## config.mk

```make
export PLATFORM = sky130hd
export DESIGN_NAME = sp4_serial_port
export DESIGN_NICKNAME = d
export VERILOG_FILES = /design/src/hw/sp4_pkg.sv /design/src/hw/sp4_baud_if.sv /design/src/hw/sp4_serial_port.sv /design/src/hw/sp4_baud_gen.sv
export SDC_FILE = /design/constraint.sdc
export NUM_CORES = 1
export LEC_CHECK = 0
export BUFFER_PORTS_ARGS = -buffer_cell sky130_fd_sc_hd__buf_2
export CAP_MARGIN = 20
export CELL_PAD_IN_SITES_DETAIL_PLACEMENT = 1
export CELL_PAD_IN_SITES_GLOBAL_PLACEMENT = 2
export CORE_ASPECT_RATIO = 2
export CORE_MARGIN = 2
export CORE_UTILIZATION = 40
export DETAILED_ROUTE_END_ITERATION = 8
export GPL_TIMING_DRIVEN = 0
export MAX_ROUTING_LAYER = met4
export PLACE_DENSITY_LB_ADDON = 0.1
export SLEW_MARGIN = 10
export SYNTH_ARGS = -nofsm -noshare
export SYNTH_HDL_FRONTEND = slang
export SYNTH_SLANG_ARGS = --single-unit
```

## constraint.sdc

```tcl
create_clock -name clk_sys -period 6.35 [get_ports clk_sys]
set_input_delay 0.3175 -clock clk_sys [delete_from_list [all_inputs] [get_ports clk_sys]]
set_output_delay 0.3175 -clock clk_sys [all_outputs]
set_load 0.05 [all_outputs]
```

## src/hw/sp4_pkg.sv

```systemverilog
package sp4_pkg;
  // Register byte offsets
  localparam logic [7:0] OFS_CTRL = 8'h00;
  localparam logic [7:0] OFS_BUF = 8'h04;
  localparam logic [7:0] OFS_STAT = 8'h08;
  localparam logic [7:0] OFS_IEN = 8'h0c;
  localparam logic [7:0] OFS_T1RL = 8'h10;
  localparam logic [7:0] OFS_ADDR = 8'h14;
  localparam logic [7:0] OFS_MASK = 8'h18;
  // Control register fields
  localparam int CTL_MODE_HI = 7;
  localparam int CTL_MODE_LO = 6;
  localparam int CTL_MPE = 5;
  localparam int CTL_REN = 4;
  localparam int CTL_TB8 = 3;
  localparam int CTL_RB8 = 2;
  localparam int CTL_TI = 1;
  localparam int CTL_RI = 0;
  // Status register fields
  localparam int STA_DBL = 4;
  localparam int STA_TSRC = 2;
  localparam int STA_RSRC = 0;
  // Reset values
  localparam logic [7:0] RST_CTRL = 8'h00;
  localparam logic [7:0] RST_STAT = 8'h00;
  localparam logic [7:0] RST_BYTE = 8'h00;
  // Modes
  typedef enum logic [1:0] {
    SP4_M0 = 2'h0,
    SP4_M1 = 2'h1,
    SP4_M2 = 2'h2,
    SP4_M3 = 2'h3
  } sp4_mode_t;
  // Baud sources
  localparam logic [1:0] SRC_T1 = 2'h0;
  // Timing
  localparam int CLK_MHZ = 100;
  localparam int M0_DIV = 12;
  localparam logic [3:0] M0_LAST = 4'(M0_DIV - 1);
  localparam logic [3:0] M0_HALF = 4'(M0_DIV / 2);
  localparam int OS_RATE = 16;
  localparam logic [3:0] OS_LAST = 4'(OS_RATE - 1);
  localparam logic [3:0] OS_MID = 4'(OS_RATE / 2 - 1);
  localparam logic [1:0] FIX_LAST_SLOW = 2'(64 / OS_RATE - 1);
  localparam logic [1:0] FIX_LAST_FAST = 2'(32 / OS_RATE - 1);
  localparam logic [7:0] T1_TOP = 8'hff;
  localparam logic [3:0] BITS_8N = 4'ha;
  localparam logic [3:0] BITS_9N = 4'hb;
  localparam logic [2:0] M0_BITS_LAST = 3'h7;
endpackage

```

## src/hw/sp4_baud_if.sv

```systemverilog
`timescale 1ns/1ns
interface sp4_baud_if;
  logic [1:0] src;
  logic tick;
  modport gen(input src, output tick);
  modport user(output src, input tick);
endinterface

```

## src/hw/sp4_serial_port.sv

```systemverilog
// The implementer's own choices: the register addresses and the address-and-strobe port.
`timescale 1ns/1ns
module sp4_serial_port #(
  parameter int ADDR_W = 8
) (
  input wire logic clk_sys,
  input wire logic sys_rst,
  input wire logic [ADDR_W-1:0] reg_addr,
  input wire logic [7:0] reg_wdata,
  input wire logic reg_wr,
  input wire logic reg_rd,
  output logic [7:0] reg_rdata,
  input wire logic timer1_input_clock,
  input wire logic [2:0] wide_timer_ovf,
  input wire logic serial_rx_pin_in,
  output logic serial_rx_pin_out,
  output logic serial_rx_pin_oe_n,
  output logic serial_tx_pin,
  output logic irq
);
  if (ADDR_W < 5 || ADDR_W > 8) begin : g_chk
    $error("ADDR_W must lie between 5 and 8");
  end

  typedef enum logic [1:0] {
    RX_IDLE = 2'b00,
    RX_START = 2'b01,
    RX_BITS = 2'b11
  } sp4_rx_st_t;

  function automatic logic addr_hit(input logic [7:0] d,
                                    input logic [7:0] a,
                                    input logic [7:0] m);
    logic [7:0] bc;
    bc = a | m;
    addr_hit = (((d ^ a) & m) == 8'h00) || ((d & bc) == bc);
  endfunction

  // Registers
  logic [1:0] mode;
  logic mpe, ren, tb8, rb8, ti, ri, int_en, baud_double;
  logic [1:0] tx_src, rx_src;
  logic [7:0] rx_buf, t1_reload, my_addr, my_mask;

  wire [7:0] a8 = 8'(reg_addr);
  wire wr_ctrl = reg_wr && (a8 == sp4_pkg::OFS_CTRL);
  wire wr_buf = reg_wr && (a8 == sp4_pkg::OFS_BUF);
  wire wr_stat = reg_wr && (a8 == sp4_pkg::OFS_STAT);
  wire wr_ien = reg_wr && (a8 == sp4_pkg::OFS_IEN);
  wire wr_t1 = reg_wr && (a8 == sp4_pkg::OFS_T1RL);
  wire wr_addr = reg_wr && (a8 == sp4_pkg::OFS_ADDR);
  wire wr_mask = reg_wr && (a8 == sp4_pkg::OFS_MASK);
  wire is_m0 = (mode == sp4_pkg::SP4_M0);
  wire nine = mode[1];
  wire fixed = (mode == sp4_pkg::SP4_M2);
  wire [3:0] nbits = nine ? sp4_pkg::BITS_9N : sp4_pkg::BITS_8N;
  wire [7:0] ctrl_rd = {mode, mpe, ren, tb8, rb8, ti, ri};
  wire [7:0] stat_rd = {3'h0, baud_double, tx_src, rx_src};

  // Timer 1 in auto-reload form
  logic [7:0] t1_cnt;
  logic t1_ovf;
  wire t1_roll = timer1_input_clock && (t1_cnt == sp4_pkg::T1_TOP);
  always_ff @(posedge clk_sys) begin
    if (sys_rst) begin
      t1_cnt <= sp4_pkg::RST_BYTE;
      t1_ovf <= 1'b0;
    end else begin
      if (timer1_input_clock)
        t1_cnt <= t1_roll ? t1_reload : t1_cnt + 8'h01;
      t1_ovf <= t1_roll;
    end
  end

  // Baud generators, one per direction
  sp4_baud_if tx_bif();
  sp4_baud_if rx_bif();
  assign tx_bif.src = tx_src;
  assign rx_bif.src = rx_src;
  wire [3:0] ovf_all = {wide_timer_ovf, t1_ovf};
  sp4_baud_gen u_tx_baud (
    .clk_sys(clk_sys),
    .sys_rst(sys_rst),
    .ovf(ovf_all),
    .fixed_rate(fixed),
    .baud_double(baud_double),
    .bif(tx_bif)
  );
  sp4_baud_gen u_rx_baud (
    .clk_sys(clk_sys),
    .sys_rst(sys_rst),
    .ovf(ovf_all),
    .fixed_rate(fixed),
    .baud_double(baud_double),
    .bif(rx_bif)
  );

  // Rx pin synchroniser; rx_s2 is the sampled level, and rx_s3 with rx_s2 detects the falling edge
  logic rx_s1, rx_s2, rx_s3;
  always_ff @(posedge clk_sys) begin
    if (sys_rst) begin
      rx_s1 <= 1'b1;
      rx_s2 <= 1'b1;
      rx_s3 <= 1'b1;
    end else begin
      rx_s1 <= serial_rx_pin_in;
      rx_s2 <= rx_s1;
      rx_s3 <= rx_s2;
    end
  end
  wire rx_fall = rx_s3 && !rx_s2;

  // Mode 0 shifter, half duplex, device is clock master
  logic m0_act, m0_rx, m0_fin;
  logic [3:0] m0_ph;
  logic [2:0] m0_bit;
  logic [7:0] m0_sh;
  wire m0_start_tx = is_m0 && wr_buf && !m0_act;
  wire m0_start_rx = is_m0 && ren && !ri && !m0_act && !m0_fin
                     && !wr_buf;
  wire m0_edge = m0_act && (m0_ph == sp4_pkg::M0_LAST);
  wire m0_end = m0_edge && (m0_bit == sp4_pkg::M0_BITS_LAST);
  always_ff @(posedge clk_sys) begin
    if (sys_rst) begin
      m0_act <= 1'b0;
      m0_rx <= 1'b0;
      m0_fin <= 1'b0;
      m0_ph <= 4'h0;
      m0_bit <= 3'h0;
      m0_sh <= 8'h00;
    end else begin
      m0_fin <= m0_end && m0_rx;
      if (m0_start_tx || m0_start_rx) begin
        m0_act <= 1'b1;
        m0_rx <= m0_start_rx;
        m0_ph <= 4'h0;
        m0_bit <= 3'h0;
        m0_sh <= m0_start_tx ? reg_wdata : 8'h00;
      end else if (m0_act) begin
        m0_ph <= m0_edge ? 4'h0 : m0_ph + 4'h1;
        if (m0_edge) begin
          m0_bit <= m0_bit + 3'h1;
          m0_sh <= {m0_rx ? rx_s2 : 1'b1, m0_sh[7:1]};
          if (m0_end)
            m0_act <= 1'b0;
        end
      end
    end
  end

  // Async transmitter
  logic tx_busy;
  logic [10:0] tx_sh;
  logic [3:0] tx_left, tx_os;
  wire tx_bit_end = tx_busy && tx_bif.tick && (tx_os == sp4_pkg::OS_LAST);
  wire tx_start = !is_m0 && wr_buf && !tx_busy;
  wire tx_stop_now = tx_bit_end && (tx_left == 4'h2);
  wire tx_bit9 = nine ? tb8 : 1'b1;
  always_ff @(posedge clk_sys) begin
    if (sys_rst) begin
      tx_busy <= 1'b0;
      tx_sh <= 11'h7ff;
      tx_left <= 4'h0;
      tx_os <= 4'h0;
    end else if (tx_start) begin
      tx_busy <= 1'b1;
      tx_sh <= {1'b1, tx_bit9, reg_wdata, 1'b0};
      tx_left <= nbits;
      tx_os <= 4'h0;
    end else if (tx_busy && tx_bif.tick) begin
      tx_os <= tx_os + 4'h1;
      if (tx_bit_end) begin
        tx_sh <= {1'b1, tx_sh[10:1]};
        tx_left <= tx_left - 4'h1;
        if (tx_left == 4'h1)
          tx_busy <= 1'b0;
      end
    end
  end

  // Async receiver
  sp4_rx_st_t rx_st;
  logic [3:0] rx_os, rx_left;
  logic [9:0] rx_sh;
  wire rx_samp = rx_bif.tick && (rx_os == sp4_pkg::OS_LAST);
  wire rx_last = (rx_st == RX_BITS) && rx_samp && (rx_left == 4'h1);
  wire [9:0] rx_word = {rx_s2, rx_sh[9:1]};
  wire [7:0] rx_data = nine ? rx_word[7:0] : rx_word[8:1];
  wire rx_bit9 = nine ? rx_word[8] : rx_word[9];
  wire rx_ok8 = !mpe || rx_word[9];
  wire rx_ok9 = !mpe || (rx_word[8]
                && addr_hit(rx_data, my_addr, my_mask));
  wire rx_acc = rx_last && !ri && (nine ? rx_ok9 : rx_ok8);
  always_ff @(posedge clk_sys) begin
    if (sys_rst) begin
      rx_st <= RX_IDLE;
      rx_os <= 4'h0;
      rx_left <= 4'h0;
      rx_sh <= 10'h000;
    end else begin
      case (rx_st)
        RX_IDLE: begin
          rx_os <= 4'h0;
          if (!is_m0 && ren && rx_fall)
            rx_st <= RX_START;
        end
        RX_START: begin
          if (rx_bif.tick) begin
            rx_os <= rx_os + 4'h1;
            if (rx_os == sp4_pkg::OS_MID) begin
              rx_os <= 4'h0;
              rx_left <= nbits - 4'h1;
              rx_st <= rx_s2 ? RX_IDLE : RX_BITS;
            end
          end
        end
        RX_BITS: begin
          if (rx_bif.tick)
            rx_os <= rx_os + 4'h1;
          if (rx_samp) begin
            rx_sh <= rx_word;
            rx_left <= rx_left - 4'h1;
            if (rx_left == 4'h1)
              rx_st <= RX_IDLE;
          end
        end
        default: rx_st <= RX_IDLE;
      endcase
    end
  end

  // Flags: hardware set wins over a software write in the same cycle
  wire ti_set = (m0_end && !m0_rx) || tx_stop_now;
  wire ri_set = m0_fin || rx_acc;
  wire next_ti = ti_set || (wr_ctrl ? reg_wdata[sp4_pkg::CTL_TI] : ti);
  wire next_ri = ri_set || (wr_ctrl ? reg_wdata[sp4_pkg::CTL_RI] : ri);

  always_ff @(posedge clk_sys) begin
    if (sys_rst) begin
      {mode, mpe, ren, tb8, rb8} <= 6'(sp4_pkg::RST_CTRL >> 2);
      ti <= 1'b0;
      ri <= 1'b0;
      {baud_double, tx_src, rx_src} <= 5'(sp4_pkg::RST_STAT);
      int_en <= 1'b0;
      rx_buf <= sp4_pkg::RST_BYTE;
      t1_reload <= sp4_pkg::RST_BYTE;
      my_addr <= sp4_pkg::RST_BYTE;
      my_mask <= sp4_pkg::RST_BYTE;
    end else begin
      ti <= next_ti;
      ri <= next_ri;
      if (wr_ctrl)
        {mode, mpe, ren, tb8} <= reg_wdata[7:3];
      if (rx_acc) begin
        rx_buf <= rx_data;
        rb8 <= rx_bit9;
      end else if (m0_fin) begin
        rx_buf <= m0_sh;
      end else if (wr_ctrl) begin
        rb8 <= reg_wdata[sp4_pkg::CTL_RB8];
      end
      if (wr_stat)
        {baud_double, tx_src, rx_src} <= reg_wdata[4:0];
      if (wr_ien)
        int_en <= reg_wdata[0];
      if (wr_t1)
        t1_reload <= reg_wdata;
      if (wr_addr)
        my_addr <= reg_wdata;
      if (wr_mask)
        my_mask <= reg_wdata;
    end
  end

  // Read mux; data stand only in the cycle after the strobe
  logic [7:0] rd_mux;
  always_comb begin
    case (a8)
      sp4_pkg::OFS_CTRL: rd_mux = ctrl_rd;
      sp4_pkg::OFS_BUF: rd_mux = rx_buf;
      sp4_pkg::OFS_STAT: rd_mux = stat_rd;
      sp4_pkg::OFS_IEN: rd_mux = {7'h00, int_en};
      sp4_pkg::OFS_T1RL: rd_mux = t1_reload;
      sp4_pkg::OFS_ADDR: rd_mux = my_addr;
      sp4_pkg::OFS_MASK: rd_mux = my_mask;
      default: rd_mux = 8'h00;
    endcase
  end

  // Pins; rx pin only ever pulled low so it is safe with a pull-up
  wire m0_drive_low = m0_act && !m0_rx && !m0_sh[0];
  wire m0_clk = !(m0_act && (m0_ph < sp4_pkg::M0_HALF));
  wire next_tx = is_m0 ? m0_clk : (!tx_busy || tx_sh[0]);
  always_ff @(posedge clk_sys) begin
    if (sys_rst) begin
      reg_rdata <= 8'h00;
      serial_rx_pin_out <= 1'b0;
      serial_rx_pin_oe_n <= 1'b1;
      serial_tx_pin <= 1'b1;
      irq <= 1'b0;
    end else begin
      reg_rdata <= reg_rd ? rd_mux : 8'h00;
      serial_rx_pin_out <= 1'b0;
      serial_rx_pin_oe_n <= !m0_drive_low;
      serial_tx_pin <= next_tx;
      irq <= int_en && (ti || ri);
    end
  end
endmodule

```

## src/hw/sp4_baud_gen.sv

```systemverilog
`timescale 1ns/1ns
module sp4_baud_gen (
  input wire logic clk_sys,
  input wire logic sys_rst,
  input wire logic [3:0] ovf,
  input wire logic fixed_rate,
  input wire logic baud_double,
  sp4_baud_if.gen bif
);
  logic [1:0] fcnt;
  logic half;
  wire [1:0] fix_last = baud_double ? sp4_pkg::FIX_LAST_FAST
                                    : sp4_pkg::FIX_LAST_SLOW;
  wire sel_ovf = ovf[bif.src];
  wire t1_halve = (bif.src == sp4_pkg::SRC_T1) && !baud_double;
  wire fix_tick = (fcnt == fix_last);
  wire next_tick = fixed_rate ? fix_tick
                              : (sel_ovf && (!t1_halve || half));
  always_ff @(posedge clk_sys) begin
    if (sys_rst) begin
      fcnt <= 2'h0;
      half <= 1'b0;
      bif.tick <= 1'b0;
    end else begin
      fcnt <= fix_tick ? 2'h0 : fcnt + 2'h1;
      if (sel_ovf && t1_halve)
        half <= ~half;
      bif.tick <= next_tick;
    end
  end
endmodule

```

**Word-level counts from Yosys, hierarchy flattened**

Cells that the tools add are included.
Widths: inputs -> output; s select.

- Flip-flop bits (word level): 134
- Bits in latches: 0
- Bits in writable memories: 0
- Bits in read-only memories: 0
- Bits of input ports: 25
- Output and inout port bits: 12
- Memories kept: 0

- Add/sub/neg operators: 10
- Multipliers: 0
- Div/mod/pow operators: 0
- Order comparisons: 3
- Eq/ne operators: 28
- Shift operators: 0
- Muxes and demuxes: 57
- Bitwise operators: 7
- Reductions and logical operators: 99

Operators by type and width:

| kind | count |
|---|---|
| $mux 8 | 8 |
| $pmux 8 s7 | 1 |
| $logic_and 1x1->1 | 43 |
| $mux 4 | 10 |
| $mux 10 | 3 |
| $eq 8x5->1 const B | 3 |
| $mux 1 | 23 |
| $and 8x8->8 | 2 |
| $eq 8x4->1 const B | 2 |
| $logic_not 8->1 | 2 |
| $reduce_bool 2->1 | 8 |
| $logic_not 1->1 | 15 |
| $mux 2 | 7 |
| $add 4x1->4 const B | 3 |
| $eq 4x4->1 const B | 3 |
| $logic_or 1x1->1 | 12 |
| $pmux 4 s3 | 1 |
| $sub 4x1->4 const B | 3 |
| $reduce_and 2->1 | 5 |
| $reduce_or 2->1 | 5 |
| $add 8x1->8 const B | 1 |
| $eq 4x1->1 const B | 2 |
| $eq 8x3->1 const B | 1 |
| $eq 8x8->1 | 1 |
| 24 further kinds | 40 |

**Longest topological paths before layout**

- Word-level depth: 11
- Gate-level depth with buffers: 9

**Cells and area by module**

From an unflattened synthesis, not the netlist that was laid out.

- Cells, all modules: 727
- Area total of the unflattened synthesis: 6313.6 µm²

Modules (own cells, without submodules):

| module | times used | cells an instance | area each (µm²) | sequential area each (µm²) |
|---|---|---|---|---|
| sp4_serial_port | 1 | 693 | 5940.7 | 2502.4 |
| sp4_baud_gen | 2 | 17 | 186.4 | 80.1 |

**Worst setup path after synthesis**

OpenSTA, ideal clock, no wires.

- Kind: reg-to-reg
- From: register mode[1]
- To: register rb8
- Setup time: 0.086 ns
- Arrival time: 1.967 ns
- Slack: 4.297 ns
- Cell stages (with the launch flop): 10
- Clock period less this slack: 2.053 ns
- Cells stage by stage: dfxtp_1 > buf_6 > mux2_4 > mux2i_1 > a2111oi_1 > a211o_1 > buf_6 > buf_12 > nand4_4 > a221oi_2

- Word-level cells in the longest chain between the ends: 11
- Elaborated cells on any way between the ends: 16
- Classes of those cells: eq/ne (2); mux (4); bitwise (3); reduce/logical (7)

RTL lines:

| element | line | RTL |
|---|---|---|
| start, declared | sp4_serial_port.sv:40 | `logic [1:0] mode;` |
| start signal, assigned | sp4_serial_port.sv:240 | `{mode, mpe, ren, tb8, rb8} <= 6'(sp4_pkg::RST_CTRL >> 2);` |
| start signal, assigned | sp4_serial_port.sv:253 | `{mode, mpe, ren, tb8} <= reg_wdata[7:3];` |
| $mux 8 | sp4_serial_port.sv:188 | `wire [7:0] rx_data = nine ? rx_word[7:0] : rx_word[8:1];` |
| $xor 8x8->8 | sp4_serial_port.sv:36 | `addr_hit = (((d ^ a) & m) == 8'h00) \|\| ((d & bc) == bc);` |
| $and 8x8->8 | sp4_serial_port.sv:36 |  |
| $logic_not 8->1 | sp4_serial_port.sv:36 |  |
| $logic_or 1x1->1 | sp4_serial_port.sv:36 |  |
| $logic_and 1x1->1 | sp4_serial_port.sv:192 | `&& addr_hit(rx_data, my_addr, my_mask));` |
| $logic_or 1x1->1 | sp4_serial_port.sv:191 | `wire rx_ok9 = !mpe \|\| (rx_word[8]` |
| $mux 1 | sp4_serial_port.sv:193 | `wire rx_acc = rx_last && !ri && (nine ? rx_ok9 : rx_ok8);` |
| $logic_and 1x1->1 | sp4_serial_port.sv:193 |  |
| $ne 2x1->1 (no line) / $reduce_bool 2->1 (equally long branches) | -- |  |
| $reduce_and 2->1 (no line) | -- |  |
| end signal, assigned | sp4_serial_port.sv:240 |  |
| end signal, assigned | sp4_serial_port.sv:256 | `rb8 <= rx_bit9;` |
| end signal, assigned | sp4_serial_port.sv:260 | `rb8 <= reg_wdata[sp4_pkg::CTL_RB8];` |
| end, declared | sp4_serial_port.sv:41 | `logic mpe, ren, tb8, rb8, ti, ri, int_en, baud_double;` |

Parallel ways exist; a longest one is shown, timed or not.
A chain may end at the register's enable or synchronous reset.

**Worst setup path after layout**

- From: register rx_os[0]
- To: register rx_buf[1]

- Word-level cells in the longest chain between the ends: 7
- Elaborated cells on any way between the ends: 8
- Classes of those cells: eq/ne (1); mux (1); reduce/logical (6)

RTL lines:

| element | line | RTL |
|---|---|---|
| start, declared | sp4_serial_port.sv:183 | `logic [3:0] rx_os, rx_left;` |
| start signal, assigned | sp4_serial_port.sv:209 | `rx_os <= rx_os + 4'h1;` |
| start signal, assigned | sp4_serial_port.sv:219 | `rx_os <= rx_os + 4'h1;` |
| $eq 4x4->1 * | sp4_serial_port.sv:185 | `wire rx_samp = rx_bif.tick && (rx_os == sp4_pkg::OS_LAST);` |
| $logic_and 1x1->1 * | sp4_serial_port.sv:185 |  |
| $logic_and 1x1->1 * (2 in a row) | sp4_serial_port.sv:186 | `wire rx_last = (rx_st == RX_BITS) && rx_samp && (rx_left == 4'h1);` |
| $logic_and 1x1->1 * (2 in a row) | sp4_serial_port.sv:193 |  |
| $mux 8 / $reduce_bool 2->1 (equally long branches) | -- |  |
| end signal, assigned | sp4_serial_port.sv:245 | `rx_buf <= sp4_pkg::RST_BYTE;` |
| end signal, assigned | sp4_serial_port.sv:255 | `rx_buf <= rx_data;` |
| end signal, assigned | sp4_serial_port.sv:258 | `rx_buf <= m0_sh;` |
| end, declared | sp4_serial_port.sv:43 | `logic [7:0] rx_buf, t1_reload, my_addr, my_mask;` |

Every way passes the cells marked *; elsewhere a longest branch is shown, timed or not.

==> tab_implementation.tex <==
\begin{tabular}{lr}
\hline
Metric & Value \\
\hline
\multicolumn{2}{l}{\textbf{Floorplan}} \\
\quad Core Region & 15,600 um\^{}2 \\
\quad Effective utilization at floorplan & 0.405 \\
\quad Chip Width & 92.9 um \\
\quad Total die area & 16,900 um\^{}2 \\
\quad Total I/O pin count & 37 \\
\quad Die Ht & 182 um \\
\quad Cell row count & 65 \\
\multicolumn{2}{l}{\textbf{Setup path}} \\
\quad Number of cells on the worst reg-to-reg path & 9 \\
\quad Kind of capture point of the worst setup path & register \\
\quad Crit path launch type & register \\
\quad Cell breakdown of the critical path & ha\_1 > and3\_1 > nand2\_1 > nor2\_1 > and3\_1 > clkbuf\_1 > buf\_2 > a221oi\_1 > a211oi\_1 \\
\quad R2r startpoint & rx\_os[0]\$\_SDFFE\_PP0P\_ \\
\quad Data required time at the worst endpoint & 6.68 ns \\
\quad Most prevalent standard cell on the critical path & and3\_1 \\
\quad R2R Path End & rx\_buf[1]\$\_SDFFE\_PP0P\_ \\
\quad Arrival time reported for the critical path endpoint & 2.81 ns \\
\quad Master of the slowest instance on the critical path & dfxtp\_1 \\
\quad Worst-case register-to-register setup slack & 3.87 ns \\
\quad Startpoint of the worst setup timing path & rx\_os[0]\$\_SDFFE\_PP0P\_ \\
\quad Highest cell delay on the worst timing path & 0.37 ns \\
\quad Classification of the worst setup path & register to register \\
\quad Worst setup endpoint & rx\_buf[1]\$\_SDFFE\_PP0P\_ \\
\quad Maximum fanout along the worst path & 10 \\
\multicolumn{2}{l}{\textbf{Global route}} \\
\quad Global-route usage over all layers & 0.262 \\
\quad Remaining global-route overflow & 0 \\
\quad Maximum number of pins on one net before global-route repair & 17 \\
\quad Initial antenna violation count & 0 \\
\quad Number of global-route vias before repair & 5,753 \\
\quad First-pass GRT wire length & 32.5 mm \\
\multicolumn{2}{l}{\textbf{Power and ir drop}} \\
\quad Worst ir drop on vdd & 0.000173 V \\
\quad Pwr per Cell Area & 278 nW/um\^{}2 \\
\quad Reported leakage power & 2.72 nW \\
\multicolumn{2}{l}{\textbf{Drt}} \\
\quad Initial DRC count & 392 \\
\quad DRC errors left & 0 \\
\quad Detailed Routing Iterations Pass 1 & 6 \\
\quad Final antenna-violating net count & 0 \\
\quad Routed len/inst & 20.8 um \\
\quad Vias & 5,565 \\
\quad Final WL & 20.5 mm \\
\quad Vias per std cell & 5.63 \\
\multicolumn{2}{l}{\textbf{Logic synthesis}} \\
\quad Number of distinct library cells after synthesis & 72 \\
\quad Syn Area/Cell & 8.72 um\^{}2 \\
\quad Post-Synth Adder-Cell Area & 0.0218 \\
\quad Share of the synthesized area in the top cell type & 0.421 \\
\quad Synth Area in XOR/XNOR & 0.0222 \\
\quad Portion of netlist area occupied by mux cells & 0.0756 \\
\quad Top flip-flop cell by instance count after synthesis & dfxtp\_1 \\
\quad Post-synthesis instance area & 6320 um\^{}2 \\
\quad Combinational family with the most area after synthesis & simple AND/OR/NAND/NOR gates \\
\quad Number of synthesized register bits & 133 \\
\quad Synthesized Nets & 761 \\
\quad Dominant cell type by area after synthesis & dfxtp\_1 \\
\quad Gate count of the mapped netlist & 725 \\
\quad Syn. warnings & 0 \\
\quad Cell types occupying the most area after synthesis & dfxtp\_1 (42\%), nand2\_1 (5.6\%), a21oi\_1 (5.2\%) \\
\quad Number of enable-type register cells in the synthesized netlist & 0 \\
\quad FFs w/ async S/R, synth & 0 \\
\quad Area fraction in and, or, nand and nor cells after synthesis & 0.225 \\
\quad Sequential share of the synthesized area & 0.421 \\
\quad Fraction of the mapped netlist area in compound gates & 0.187 \\
\multicolumn{2}{l}{\textbf{Worst hold path}} \\
\quad Worst min-delay path category & primary input to register \\
\multicolumn{2}{l}{\textbf{Clocking}} \\
\quad Sinks on the clock net & 133 \\
\quad Clock tree root driver cell & clkbuf\_16 \\
\quad Buffer depth of the longest clock path & 2 \\
\quad Number of gates resized after CTS & 0 \\
\quad Clock insertion delay at the later pin of the skew report & 0.43 ns \\
\quad Clock tree from TritonCTS & yes \\
\quad CTS hold repair buffers & 0 \\
\quad Post-CTS clock slew at the launch and capture registers of the worst setup and hold paths & 0.06 ns \\
\quad Htree depth & 4 \\
\quad Buffers inserted by post-CTS timing repair & 0 \\
\quad Number of buffers added by the clock tree synthesis step & 17 \\
\multicolumn{2}{l}{\textbf{STA}} \\
\quad Final hold violation count & 0 \\
\quad Tmin final & 2.48 ns \\
\quad Unrepaired setup endpoints after global routing & false \\
\quad Clock tree skew after final layout & 0.00750 ns \\
\quad Slew @ Worst Pin & 0.792 ns \\
\quad Ratio of final minimum period to clock period & 0.390 \\
\quad Setup TNS Final & 0 ns \\
\quad Max-slew headroom & 0.472 \\
\quad FMAX & 404 MHz \\
\quad Final setup violating endpoints & 0 \\
\quad Slew Viols, Final & 0 \\
\multicolumn{2}{l}{\textbf{Layout}} \\
\quad Finished Cell Area & 7410 um\^{}2 \\
\quad Leading cell types in the layout, fill and taps excluded & dfxtp\_1 (133), nand2\_1 (95), a21oi\_1 (66) \\
\quad Commonest non-fill, non-tap cell in the layout & dfxtp\_1 \\
\quad Share of final-layout standard cells stronger than drive strength 1 & 0.138 \\
\quad Layout Area Growth over Synthesis & 17.2\% \\
\quad Number of antenna diodes & 0 \\
\quad Number of nets at the end of the flow & 812 \\
\multicolumn{2}{l}{\textbf{Placed design}} \\
\quad Global placement routability congestion & 0.897 \\
\quad DP HPWL & 14.9 mm \\
\quad Cell area after placement & 6730 um\^{}2 \\
\quad Total of buffers placed on input and output ports & 32 \\
\multicolumn{2}{l}{\textbf{Run}} \\
\quad Number of max-capacitance violations reported & 0 \\
\multicolumn{2}{l}{\textbf{Outcome}} \\
\quad Status & finished, final reports clean \\
\hline
\end{tabular}
## synthesized netlist by cell type (9+ instances only)
cell type,number
inv_1,13
a21oi_1,66
nand3_1,40
a22oi_1,14
a211oi_1,11
ha_1,11
mux2i_1,31
xor2_1,9
clkbuf_1,28
o21ai_0,17
nor2b_1,17
nor2_1,63
nor3_1,21
and3_1,9
dfxtp_1,133
nand2_1,95
a221oi_1,15
## critical path: cells and delay by family, from the launching register on
kind	cells	cell delay [ns]
AOI/OAI and AO/OA	2	0.35
adders and majority gates	1	0.20
buffers and inverters	2	0.64
DFF	1	0.37
and+or+nand+nor	4	0.83
## registers in the layout, summed over array words and instances, names as in the netlist, 3 cells and up
name / flops
m0_bit: 3
m0_ph: 4
m0_sh: 8
my_addr: 8
my_mask: 8
reg_rdata: 8
rx_buf: 8
rx_left: 4
rx_os: 4
rx_sh: 9
t1_cnt: 8
t1_reload: 8
tx_left: 4
tx_os: 4
tx_sh: 10
## how the worst min path moves through the flow
stage	slack, ns	endpoint	from	cells after the start
final	0.08	rx_s1$_SDFF_PP1_	serial_rx_pin_in	2
after global routing	0.08	rx_s1$_SDFF_PP1_	serial_rx_pin_in	2
after CTS	0.06	rx_s1$_SDFF_PP1_	serial_rx_pin_in	2
after detailed placement	0.41	rx_s2$_SDFF_PP1_	rx_s1$_SDFF_PP1_	1
after global placement	0.40	rx_s2$_SDFF_PP1_	rx_s1$_SDFF_PP1_	1
after floorplan	0.39	rx_s2$_SDFF_PP1_	rx_s1$_SDFF_PP1_	1
## logic make-up (layout without fill, tap and decap cells)
family | after synthesis | count (layout)
other cells | 1 | 1
fa+ha+maj | 11 | 11
buf+inv | 58 | 121
mux | 42 | 42
compound gates | 173 | 173
flops | 133 | 133
xor+xnor | 16 | 16
simple gates | 291 | 291
## area by class of cell
cell class,count,area [um^2]
clock buffer,19,453
buffer,45,249
fill,1877,8200
sequential,133,2660
multi-input combinational,534,3360
timing repair buffer,32,160
inverter,13,48.8
clock inverter,12,225
tap,201,251
## through the flow
stage / power, mW / utilization / worst slack, ns / instances / hold WS, ns
after CTS: 2.07 / 0.475 / 3.88 / 989 / 0.0604
after detailed placement: 0.930 / 0.431 / 3.72 / 958 / 0.414
final: 2.06 / 0.475 / 3.87 / 989 / 0.0762
after floorplan: 0.895 / - / 4.30 / 725 / 0.389
after global routing: 2.11 / 0.475 / 3.59 / 989 / 0.0830
after global placement: 0.929 / 0.431 / 3.70 / 958 / 0.402
## report_power, final
part           internal (mW)  switching [mW]
sequential             0.839         0.00410
clock                  0.756           0.389
combinational         0.0186          0.0502
total                   1.61           0.444
## layer usage
| layer | global-route usage | vias up | share of wire |
|---|---|---|---|
| met2 | 0.434 | 117 | 0.50 |
| met3 | 0.0340 | 32 | 0.033 |
| met1 | 0.323 | 2717 | 0.44 |
| li1 | - | 2699 | - |
| met4 | 0.101 | 0 | 0.025 |
| met5 | - | - | 0 |
Power figures use the tool's default switching activity.
